==> src/cfg_pkg.sv <==
package cfg_pkg;

    // ------------------------------------------------------------------
    // Configuration word layout
    // ------------------------------------------------------------------
    localparam int unsigned WORD_W            = 32;
    localparam logic [31:0] WORD_RESET        = 32'h0000_03FF;
    localparam int unsigned POS_REF_VOLT      = 18;
    localparam int unsigned POS_READBACK      = 17;
    localparam int unsigned POS_FULL_UPDATE   = 16;
    localparam int unsigned POS_PD_C          = 15;
    localparam int unsigned POS_PD_B          = 14;
    localparam int unsigned POS_PD_A          = 13;
    localparam int unsigned POS_UNUSED        = 12;
    localparam int unsigned POS_CLK_SRC       = 11;
    localparam int unsigned POS_CLK_OUT       = 10;
    localparam int unsigned POS_DAC_MSB       = 9;
    localparam int unsigned DAC_W             = 10;
    localparam int unsigned POS_UPPER_LSB     = 24;
    localparam logic [31:0] UPPER_MASK        = 32'hFF00_0000;
    localparam int unsigned SER_BITS          = 32;
    localparam logic [5:0]  SER_LAST          = 6'h1F;

    // Decoded low-field controls handed to the analog side
    typedef struct packed {
        logic             ref_3v0;
        logic             readback_en;
        logic             full_update_enable;
        logic [2:0]       pair_powerdown;
        logic             conv_clock_source_select;
        logic             conv_clock_output_enable;
        logic [DAC_W-1:0] ref_dac_code;
    } low_ctrl_t;

endpackage : cfg_pkg

==> src/edge_sync.sv <==
`timescale 1ns/10ps
`default_nettype none

// Two-flop synchroniser with rise and fall pulses from the second stage
module edge_sync #(
    parameter logic IDLE = 1'b0
) (
    input  wire logic clk,
    input  wire logic rst_n,
    input  wire logic pin,
    output logic      level,
    output logic      rise,
    output logic      fall
);
    logic meta_r;
    logic sync_r;
    logic last_r;

    always_ff @(posedge clk) begin
        // Reset to the pin's idle level, else a false edge follows reset
        if (!rst_n) begin
            meta_r <= IDLE;
            sync_r <= IDLE;
            last_r <= IDLE;
        end else begin
            meta_r <= pin;
            sync_r <= meta_r;
            last_r <= sync_r;
        end
    end

    assign level = sync_r;
    assign rise  = sync_r & ~last_r;
    assign fall  = ~sync_r & last_r;

endmodule : edge_sync
`default_nettype wire

==> src/converter_control.sv <==
`timescale 1ns/10ps
`default_nettype none

// What this block does
// - Bit 18 picks 2.5 V reference when clear, 3 V when set
// - Bit 17 set: next serial access shifts out the word
// - Serial writes touch only bits 31:24 unless bit 16 set
// - Bits 15,14,13 power down pairs C, B, A when set
// - Bit 12 unused: host writes zero, device holds zero
// - Bit 11 selects internal or external conversion clock, in software mode only
// - Bit 10 set with bit 11 clear drives internal clock onto shared pin, in software mode only
// - Bits 9:0 are reference DAC code, bit 9 MSB
// - Reference DAC code bits reset to one
// - Writes only in software mode, on strobe rise or 32nd fall
// - Word resets to 0x000003FF
module converter_control
    import cfg_pkg::*;
(
    input  wire logic               clk,
    input  wire logic               rst_n,
    input  wire logic               mode_select_a,
    input  wire logic               wr_strobe_n,
    input  wire logic [31:0]        par_data,
    input  wire logic               sclk,
    input  wire logic               frame_n,
    input  wire logic               serial_data_in,
    input  wire logic               conv_clock_int,
    input  wire logic               conv_clock_pin_in,
    output var  cfg_pkg::low_ctrl_t ctrl,
    output logic [31:0]             converter_control_word,
    output logic                    serial_data_out_x,
    output logic                    conv_clock_pin_out,
    output logic                    conv_clock_pin_oe,
    output logic                    conv_clock_sel
);
    import cfg_pkg::*;

    // ------------------------------------------------------------------
    // Pin synchronisers
    // ------------------------------------------------------------------
    logic mode_sw;
    logic wr_rise;
    logic sclk_fall;
    logic frame_lvl;
    logic sdi_lvl;
    logic ext_clk_lvl;
    logic m0_r, m1_r, sdi0_r, sdi1_r, pd0_r, pd1_r, cl0_r, cl1_r;

    always_ff @(posedge clk) begin
        if (!rst_n) begin
            m0_r   <= 1'b0;
            m1_r   <= 1'b0;
            sdi0_r <= 1'b0;
            sdi1_r <= 1'b0;
            cl0_r  <= 1'b0;
            cl1_r  <= 1'b0;
            pd0_r  <= 1'b0;
            pd1_r  <= 1'b0;
        end else begin
            m0_r   <= mode_select_a;
            m1_r   <= m0_r;
            sdi0_r <= serial_data_in;
            sdi1_r <= sdi0_r;
            cl0_r  <= conv_clock_pin_in;
            cl1_r  <= cl0_r;
            pd0_r  <= conv_clock_int;
            pd1_r  <= pd0_r;
        end
    end

    // High on the mode pin selects software mode
    assign mode_sw     = m1_r;
    assign sdi_lvl     = sdi1_r;
    assign ext_clk_lvl = cl1_r;

    edge_sync #(
        .IDLE  (1'b1)
    ) u_wr (
        .clk   (clk),
        .rst_n (rst_n),
        .pin   (wr_strobe_n),
        .level (),
        .rise  (wr_rise),
        .fall  ()
    );

    edge_sync u_sclk (
        .clk   (clk),
        .rst_n (rst_n),
        .pin   (sclk),
        .level (),
        .rise  (),
        .fall  (sclk_fall)
    );

    edge_sync #(
        .IDLE  (1'b1)
    ) u_frame (
        .clk   (clk),
        .rst_n (rst_n),
        .pin   (frame_n),
        .level (frame_lvl),
        .rise  (),
        .fall  ()
    );

    // Parallel data is stable around the strobe; delay it to line up
    logic [31:0] par0_r, par1_r, par2_r;
    always_ff @(posedge clk) begin
        if (!rst_n) begin
            par0_r <= '0;
            par1_r <= '0;
            par2_r <= '0;
        end else begin
            par0_r <= par_data;
            par1_r <= par0_r;
            par2_r <= par1_r;
        end
    end

    // ------------------------------------------------------------------
    // Serial shifter
    // ------------------------------------------------------------------
    logic [5:0]  bit_cnt_r;
    logic [31:0] shift_in_r;
    logic [31:0] shift_out_r;
    logic        readback_armed_r;
    logic        frame_active;
    logic        last_bit;
    logic [31:0] ser_word;

    assign frame_active = ~frame_lvl;
    assign last_bit     = frame_active & sclk_fall & (bit_cnt_r == SER_LAST);
    assign ser_word     = {shift_in_r[30:0], sdi_lvl};

    always_ff @(posedge clk) begin
        if (!rst_n) begin
            bit_cnt_r <= '0;
        end else if (!frame_active) begin
            bit_cnt_r <= '0;
        end else if (sclk_fall && bit_cnt_r != SER_LAST) begin
            bit_cnt_r <= bit_cnt_r + 6'd1;
        end else if (sclk_fall) begin
            bit_cnt_r <= '0;
        end
    end

    always_ff @(posedge clk) begin
        if (!rst_n) begin
            shift_in_r <= '0;
        end else if (frame_active && sclk_fall) begin
            shift_in_r <= ser_word;
        end
    end

    // ------------------------------------------------------------------
    // Configuration word
    // ------------------------------------------------------------------
    logic [31:0] word_r;
    logic [31:0] word_nxt;

    always_comb begin
        word_nxt = word_r;
        if (mode_sw && wr_rise) begin
            word_nxt = par2_r;
        end else if (mode_sw && last_bit) begin
            if (word_r[POS_FULL_UPDATE]) begin
                word_nxt = ser_word;
            end else begin
                word_nxt = (word_r & ~UPPER_MASK)
                         | (ser_word & UPPER_MASK);
            end
        end
        word_nxt[POS_UNUSED] = 1'b0;
    end

    always_ff @(posedge clk) begin
        if (!rst_n) begin
            word_r <= WORD_RESET;
        end else begin
            word_r <= word_nxt;
        end
    end

    // Read-back arms for the access after the one that set it
    always_ff @(posedge clk) begin
        if (!rst_n) begin
            readback_armed_r <= 1'b0;
        end else if (!frame_active) begin
            readback_armed_r <= word_r[POS_READBACK];
        end
    end

    // Conversion results live elsewhere; zeros shift out otherwise
    always_ff @(posedge clk) begin
        if (!rst_n) begin
            shift_out_r <= '0;
        end else if (!frame_active) begin
            shift_out_r <= word_r[POS_READBACK] ? word_r : '0;
        end else if (sclk_fall) begin
            shift_out_r <= {shift_out_r[30:0], 1'b0};
        end
    end

    always_ff @(posedge clk) begin
        if (!rst_n) begin
            serial_data_out_x <= 1'b0;
        end else begin
            serial_data_out_x <= readback_armed_r & shift_out_r[31];
        end
    end

    // ------------------------------------------------------------------
    // Decoded outputs
    // ------------------------------------------------------------------
    logic clk_src_eff;
    logic clk_out_eff;
    assign clk_src_eff = mode_sw & word_r[POS_CLK_SRC];
    assign clk_out_eff = mode_sw & word_r[POS_CLK_OUT];

    always_ff @(posedge clk) begin
        if (!rst_n) begin
            ctrl                   <= '0;
            ctrl.ref_dac_code      <= '1;
            converter_control_word <= WORD_RESET;
            conv_clock_pin_out     <= 1'b0;
            conv_clock_pin_oe      <= 1'b0;
            conv_clock_sel         <= 1'b0;
        end else begin
            ctrl.ref_3v0                  <= word_r[POS_REF_VOLT];
            ctrl.readback_en              <= word_r[POS_READBACK];
            ctrl.full_update_enable       <= word_r[POS_FULL_UPDATE];
            ctrl.pair_powerdown           <= word_r[POS_PD_C:POS_PD_A];
            ctrl.conv_clock_source_select <= clk_src_eff;
            ctrl.conv_clock_output_enable <= clk_out_eff;
            ctrl.ref_dac_code             <= word_r[POS_DAC_MSB:0];
            converter_control_word        <= word_r;
            // Output drive and external select are mutually exclusive
            conv_clock_pin_oe  <= clk_out_eff & ~clk_src_eff;
            conv_clock_pin_out <= clk_out_eff & ~clk_src_eff & pd1_r;
            conv_clock_sel     <= clk_src_eff & ext_clk_lvl;
        end
    end

    // ------------------------------------------------------------------
    // Checks
    // ------------------------------------------------------------------
    AST_UNUSED_ZERO: assert property (@(posedge clk) disable iff (!rst_n)
        !word_r[POS_UNUSED]) else $error("unused bit set");
    AST_NO_WRITE_HW: assert property (@(posedge clk) disable iff (!rst_n)
        !mode_sw |=> $stable(word_r))
        else $error("word changed in hardware mode");
    AST_PARTIAL: assert property (@(posedge clk) disable iff (!rst_n)
        (last_bit && !wr_rise && !word_r[POS_FULL_UPDATE])
        |=> word_r[23:0] == $past(word_r[23:0]))
        else $error("partial update touched low bits");
    AST_FULL: assert property (@(posedge clk) disable iff (!rst_n)
        (mode_sw && last_bit && !wr_rise && word_r[POS_FULL_UPDATE])
        |=> word_r[11:0] == $past(ser_word[11:0]))
        else $error("full update lost");
    AST_PAR: assert property (@(posedge clk) disable iff (!rst_n)
        (mode_sw && wr_rise) |=> word_r[31:13] == $past(par2_r[31:13]))
        else $error("parallel write lost");
    AST_HW_CLK: assert property (@(posedge clk) disable iff (!rst_n)
        !mode_sw |=> !conv_clock_pin_oe && !conv_clock_sel)
        else $error("clock bits active in hardware mode");
    AST_PD: assert property (@(posedge clk) disable iff (!rst_n)
        1'b1 |=> ctrl.pair_powerdown == $past(word_r[15:13]))
        else $error("powerdown mismatch");
    AST_DAC: assert property (@(posedge clk) disable iff (!rst_n)
        1'b1 |=> ctrl.ref_dac_code == $past(word_r[9:0])
                 && ctrl.ref_3v0 == $past(word_r[18]))
        else $error("dac or vref mismatch");

endmodule : converter_control
`default_nettype wire

==> config.mk <==
export PLATFORM = sky130hd
export DESIGN_NAME = converter_control
export DESIGN_NICKNAME = d
export VERILOG_FILES = /design/src/cfg_pkg.sv /design/src/edge_sync.sv /design/src/converter_control.sv
export SDC_FILE = /design/constraint.sdc
export NUM_CORES = 1
export LEC_CHECK = 0
export BUFFER_PORTS_ARGS = -buffer_cell sky130_fd_sc_hd__clkbuf_2
export CAP_MARGIN = 0
export CORE_ASPECT_RATIO = 1.2
export CORE_MARGIN = 4
export CORE_UTILIZATION = 40
export CTS_CLUSTER_DIAMETER = 80
export CTS_CLUSTER_SIZE = 24
export DETAILED_ROUTE_END_ITERATION = 8
export PLACE_DENSITY = 0.57
export SKIP_CTS_REPAIR_TIMING = 1
export SLEW_MARGIN = 20
export SYNTH_ARGS = -nofsm -noshare
export SYNTH_HDL_FRONTEND = slang
export SYNTH_SLANG_ARGS = --single-unit
==> constraint.sdc <==
create_clock -name clk -period 4.1 [get_ports clk]
set_input_delay 0.82 -clock clk [delete_from_list [all_inputs] [get_ports clk]]
set_output_delay 0.82 -clock clk [all_outputs]
set_load 0.05 [all_outputs]
Word level (Yosys, flattened, before mapping)
Cells that the tools add are included.

operators by class
  add/sub/neg operators = 1
  eq/ne operators = 2
  muxes and demuxes = 8
  bitwise logic cells = 16
  reductions and logical operators = 8

operator list
  operator                                               number
  two-way mux 32 bit                                     6
  bitwise OR 24 x 32 -> 32 bit                           1
  two-way mux 6 bit                                      2
  bitwise AND 1 bit                                      10
  adder 6 x 1 -> 6 bit, second input constant            1
  == test 6 x 5 -> 1 bit, second input constant          1
  inequality test 6 x 5 -> 1 bit, second input constant  1
  nonzero test 2 bit                                     3
  NOT 1 bit                                              5
  logical AND 1 bit                                      4
  OR reduction 2 bit                                     1

word-level totals
  register bits = 268
  word-level logic and storage cells = 72

Depth between registers and ports, before layout
  word-level depth = 7
  gate-level depth with buffers = 6

Cells and area by module
From an unflattened synthesis, not the netlist that was laid out.

second synthesis, totals
  cells, all modules = 853
  area, all modules = 8,724.6 µm²

by module, submodules not included
  module             instances  cells an instance  area an instance (µm²)  sequential area each (µm²)
  converter_control  1          829                8,450.6                 4,784.6
  edge_sync          3          8                  91.3                    60.1

Worst setup path after synthesis
Ideal clock, no wire load.

  kind = flip-flop to output port
  start point = register ctrl[0] (netlist bit)
  end point = output port ctrl[0] (netlist bit)
  data arrival time = 0.894 ns
  required time = 3.280 ns
  path slack = 2.386 ns
  cell stages (with the launch flop) = 2
  path buffers = 1
  cell sequence = dfxtp_1 -> buf_4

RTL lines
  what                line                     source
  start: declaration  converter_control.sv:29  output var cfg_pkg::low_ctrl_t ctrl,

No word-level cell between the ends.

Worst setup path after layout
  start point = register bit_cnt_r[0]
  end point = register word_r[3]

between the ends
  longest elaborated chain between the ends = 4

RTL lines
  what                          line                      source
  start: declaration            converter_control.sv:124  logic [5:0] bit_cnt_r;
  start signal: assignment      converter_control.sv:142  bit_cnt_r <= bit_cnt_r + 6'd1;
  == test 6 x 5 -> 1 bit        converter_control.sv:133  assign last_bit = frame_active & sclk_fall & (bit_cnt_r == SER_LAST);
  bitwise AND 1 bit             converter_control.sv:133
  logical AND 1 bit             converter_control.sv:166  end else if (mode_sw && last_bit) begin
  nonzero test 2 bit (no line)  n/a
  end signal: assignment        converter_control.sv:181  word_r <= word_nxt;
  end: declaration              converter_control.sv:159  logic [31:0] word_r;

No other way between the ends.
A chain may end at the register's enable or synchronous reset.

==> run metrics <==
num ports 95; synthesized instance count 814; Mean Syn Cell Area 10.10 µm²; CP Max Fanout 44; Crit. End Element register; WL per Instance around 13 µm; dpl cell area around 8700 µm²; H-Tree Depth 1; Clock transition at path regs ~0.09 ns; Setup CP Type register to register; CTS Buf Count 14; arrival time worst endpoint 2.40 ns; Period minus WS final 2.065 ns; First DRT Iteration DRCs just over 300; RSZ-0062 raised after global routing false; largest net degree at the start of global routing 115; CTS root buf clkbuf_16; reg-to-reg slack, setup 2.03 ns; VDD IR max 265.7 µV; commonest cells after routing, fill and taps aside dfxtp_1, and2_1, nand2_1, clkbuf_2, nor2_1; Lkg Pwr 3.635 nW; yosys warns 0; HP Start par1_r[0]; Filler cells a little under 2000; Fin Setup TNS 0 ns; Netlist cell types 35; sequential area share after synthesis 60.15%; CP Data Required Time roughly 4.4 ns; final worst-path cycle share 50.37%; hpwl dp roughly 9300 µm; synthesized area 8220 µm²; Synth-to-Final Area Change 10.23%; outcome finished, final reports clean; CORE AREA 20250 µm²; nets@finish 900; fin. max-slew vios 0; CP startpoint kind register; max cap viols 0; CP Launch Point bit_cnt_r[0]; Reg2Reg Launch Point bit_cnt_r[0]; vias post-DR 5107; GR Overflow Total 0; most common cell after layout, fill and taps aside dfxtp_1; Pre-antenna DRT Iters 4; Synth Register Bits 247; drt total wl 14550 µm; Avg Vias per Cell 4.548; clock tree buffer depth 3; Fmax slightly below 500 MHz; die extent in y approximately 170 µm; design area ~9100 µm²; Slew @ Worst Pin just over 0.8 ns; die width 138.9 µm; first-pass GRT wire length 24480 µm; Final Setup Violations 0; RD Place Congestion 0.7290; initial antenna violation count 0; hold violation count in the final report 0; DRT antenna net count 0; CTS tree yes; total track usage between 10% and 20%; Hold Path Class register to register; die area 22920 µm²; PD cells 438.8 nW/µm²; Slew headroom 45.43%; vias in the first global route 4895; Initial Util 40.59%; Ant. Diodes 0; DRC 0; share of post-route cells with drive strength above 1 17.60%; Synthesized Nets 856; Clock Sink Count roughly 250; clock latency at the later pin of the worst-skew pair 0.47 ns; PortBufs 92; Worst Skew ~0.014 ns; Rows 57
## metal layers
metal | track usage, % | part of all wire [%] | vias up
met2 | 20.04 | 44 | 92
met3 | 1.940 | 4.4 | 16
met1 | 18.13 | 50 | 2289
li1 | - | - | 2710
met5 | 0 | 0 | -
met4 | 3.470 | 1.9 | 0
## synthesized netlist by cell type, drive strengths merged
| master | number | area share, % |
|---|---|---|
| a211oi | 10 | 0.91 |
| a21oi | 39 | 2.4 |
| a22oi | 29 | 2.6 |
| a32oi | 1 | 0.11 |
| and2 | 129 | 9.8 |
| and2b | 1 | 0.091 |
| and3 | 4 | 0.30 |
| and4bb | 1 | 0.15 |
| buf | 39 | 3.4 |
| clkbuf | 32 | 1.5 |
| conb | 1 | 0.046 |
| dfxtp | 247 | 60 |
| ha | 1 | 0.15 |
| inv | 2 | 0.091 |
| mux2 | 29 | 4.0 |
| mux2i | 8 | 0.97 |
| nand2 | 110 | 5.1 |
| nand2b | 16 | 1.2 |
| nand3 | 15 | 0.91 |
| nand3b | 1 | 0.091 |
| nand4 | 4 | 0.49 |
| nor2 | 55 | 2.5 |
| nor2b | 2 | 0.15 |
| nor3 | 10 | 0.61 |
| o211ai | 13 | 1.2 |
| o21a | 1 | 0.091 |
| o21ai | 9 | 0.55 |
| or2 | 2 | 0.15 |
| or3 | 1 | 0.076 |
| xor2 | 2 | 0.21 |
## cells by family after synthesis
group	Yosys count	synth area share (%)
other	1	0.04562
and+or+nand+nor	351	21.63
xor gates and xnor gates	2	0.2131
buffers and inverters	73	4.992
adders and majority gates	1	0.1522
muxes	37	4.947
AOI/OAI and AO/OA	102	7.869
DFF	247	60.15
## flip-flops by register name (all words and copies together) (netlist names), 6 cells and up
name	cells
ctrl	13
converter_control_word	20
par1_r	31
par0_r	31
word_r	31
shift_out_r	32
shift_in_r	31
bit_cnt_r	6
par2_r	31
## report_power, final
part | internal [mW] | switching, mW | total, mW
registers | 2.44 | 0.0112 | 2.45
clock network | 0.668 | 0.753 | 1.42
logic | 0.0409 | 0.0614 | 0.102
## worst paths after layout
path                to  depth (start not counted)
max          word_r[3]                          5
min          par2_r[0]                          1
max reg2reg  word_r[3]                          5
min reg2reg  par2_r[0]                          1
## worst max-delay path: stages, from the launching register on
cell	delay, ns
dfxtp_1	0.43
ha_1	0.23
and2b_1	0.25
nand4_4	0.55
nor3_1	0.38
a211oi_1	0.08
## final cells by class
cell class / instances / area [µm²] / area share (%)
multi-input combinational: 494 / 2867 / 31.63
timing repair buffer: 99 / 515.5 / 5.689
inverter: 2 / 7.507 / 0.08285
clock inverter: 1 / 20.02 / 0.2209
sequential: 247 / 4945 / 54.57
tap: 265 / 331.6 / 3.659
clock buffer: 15 / 375.4 / 4.143
## stage by stage
| step | power [mW] | hold WS (ns) | util, % | worst slack [ns] | cells |
|---|---|---|---|---|---|
| final | 3.976 | 0.4236 | 44.74 | 2.035 | 1123 |
| after global routing | 4.135 | 0.4314 | 44.74 | 1.822 | 1123 |
| after CTS | 4.047 | 0.4229 | 44.74 | 2.040 | 1123 |
| after detailed placement | 2.615 | 0.4121 | 42.78 | 1.738 | 1107 |
| after global placement | 2.613 | 0.4080 | 42.78 | 1.761 | 1107 |
| after floorplan | 2.580 | 0.3863 | - | 2.386 | 814 |
(Power assumes the default switching activity.)
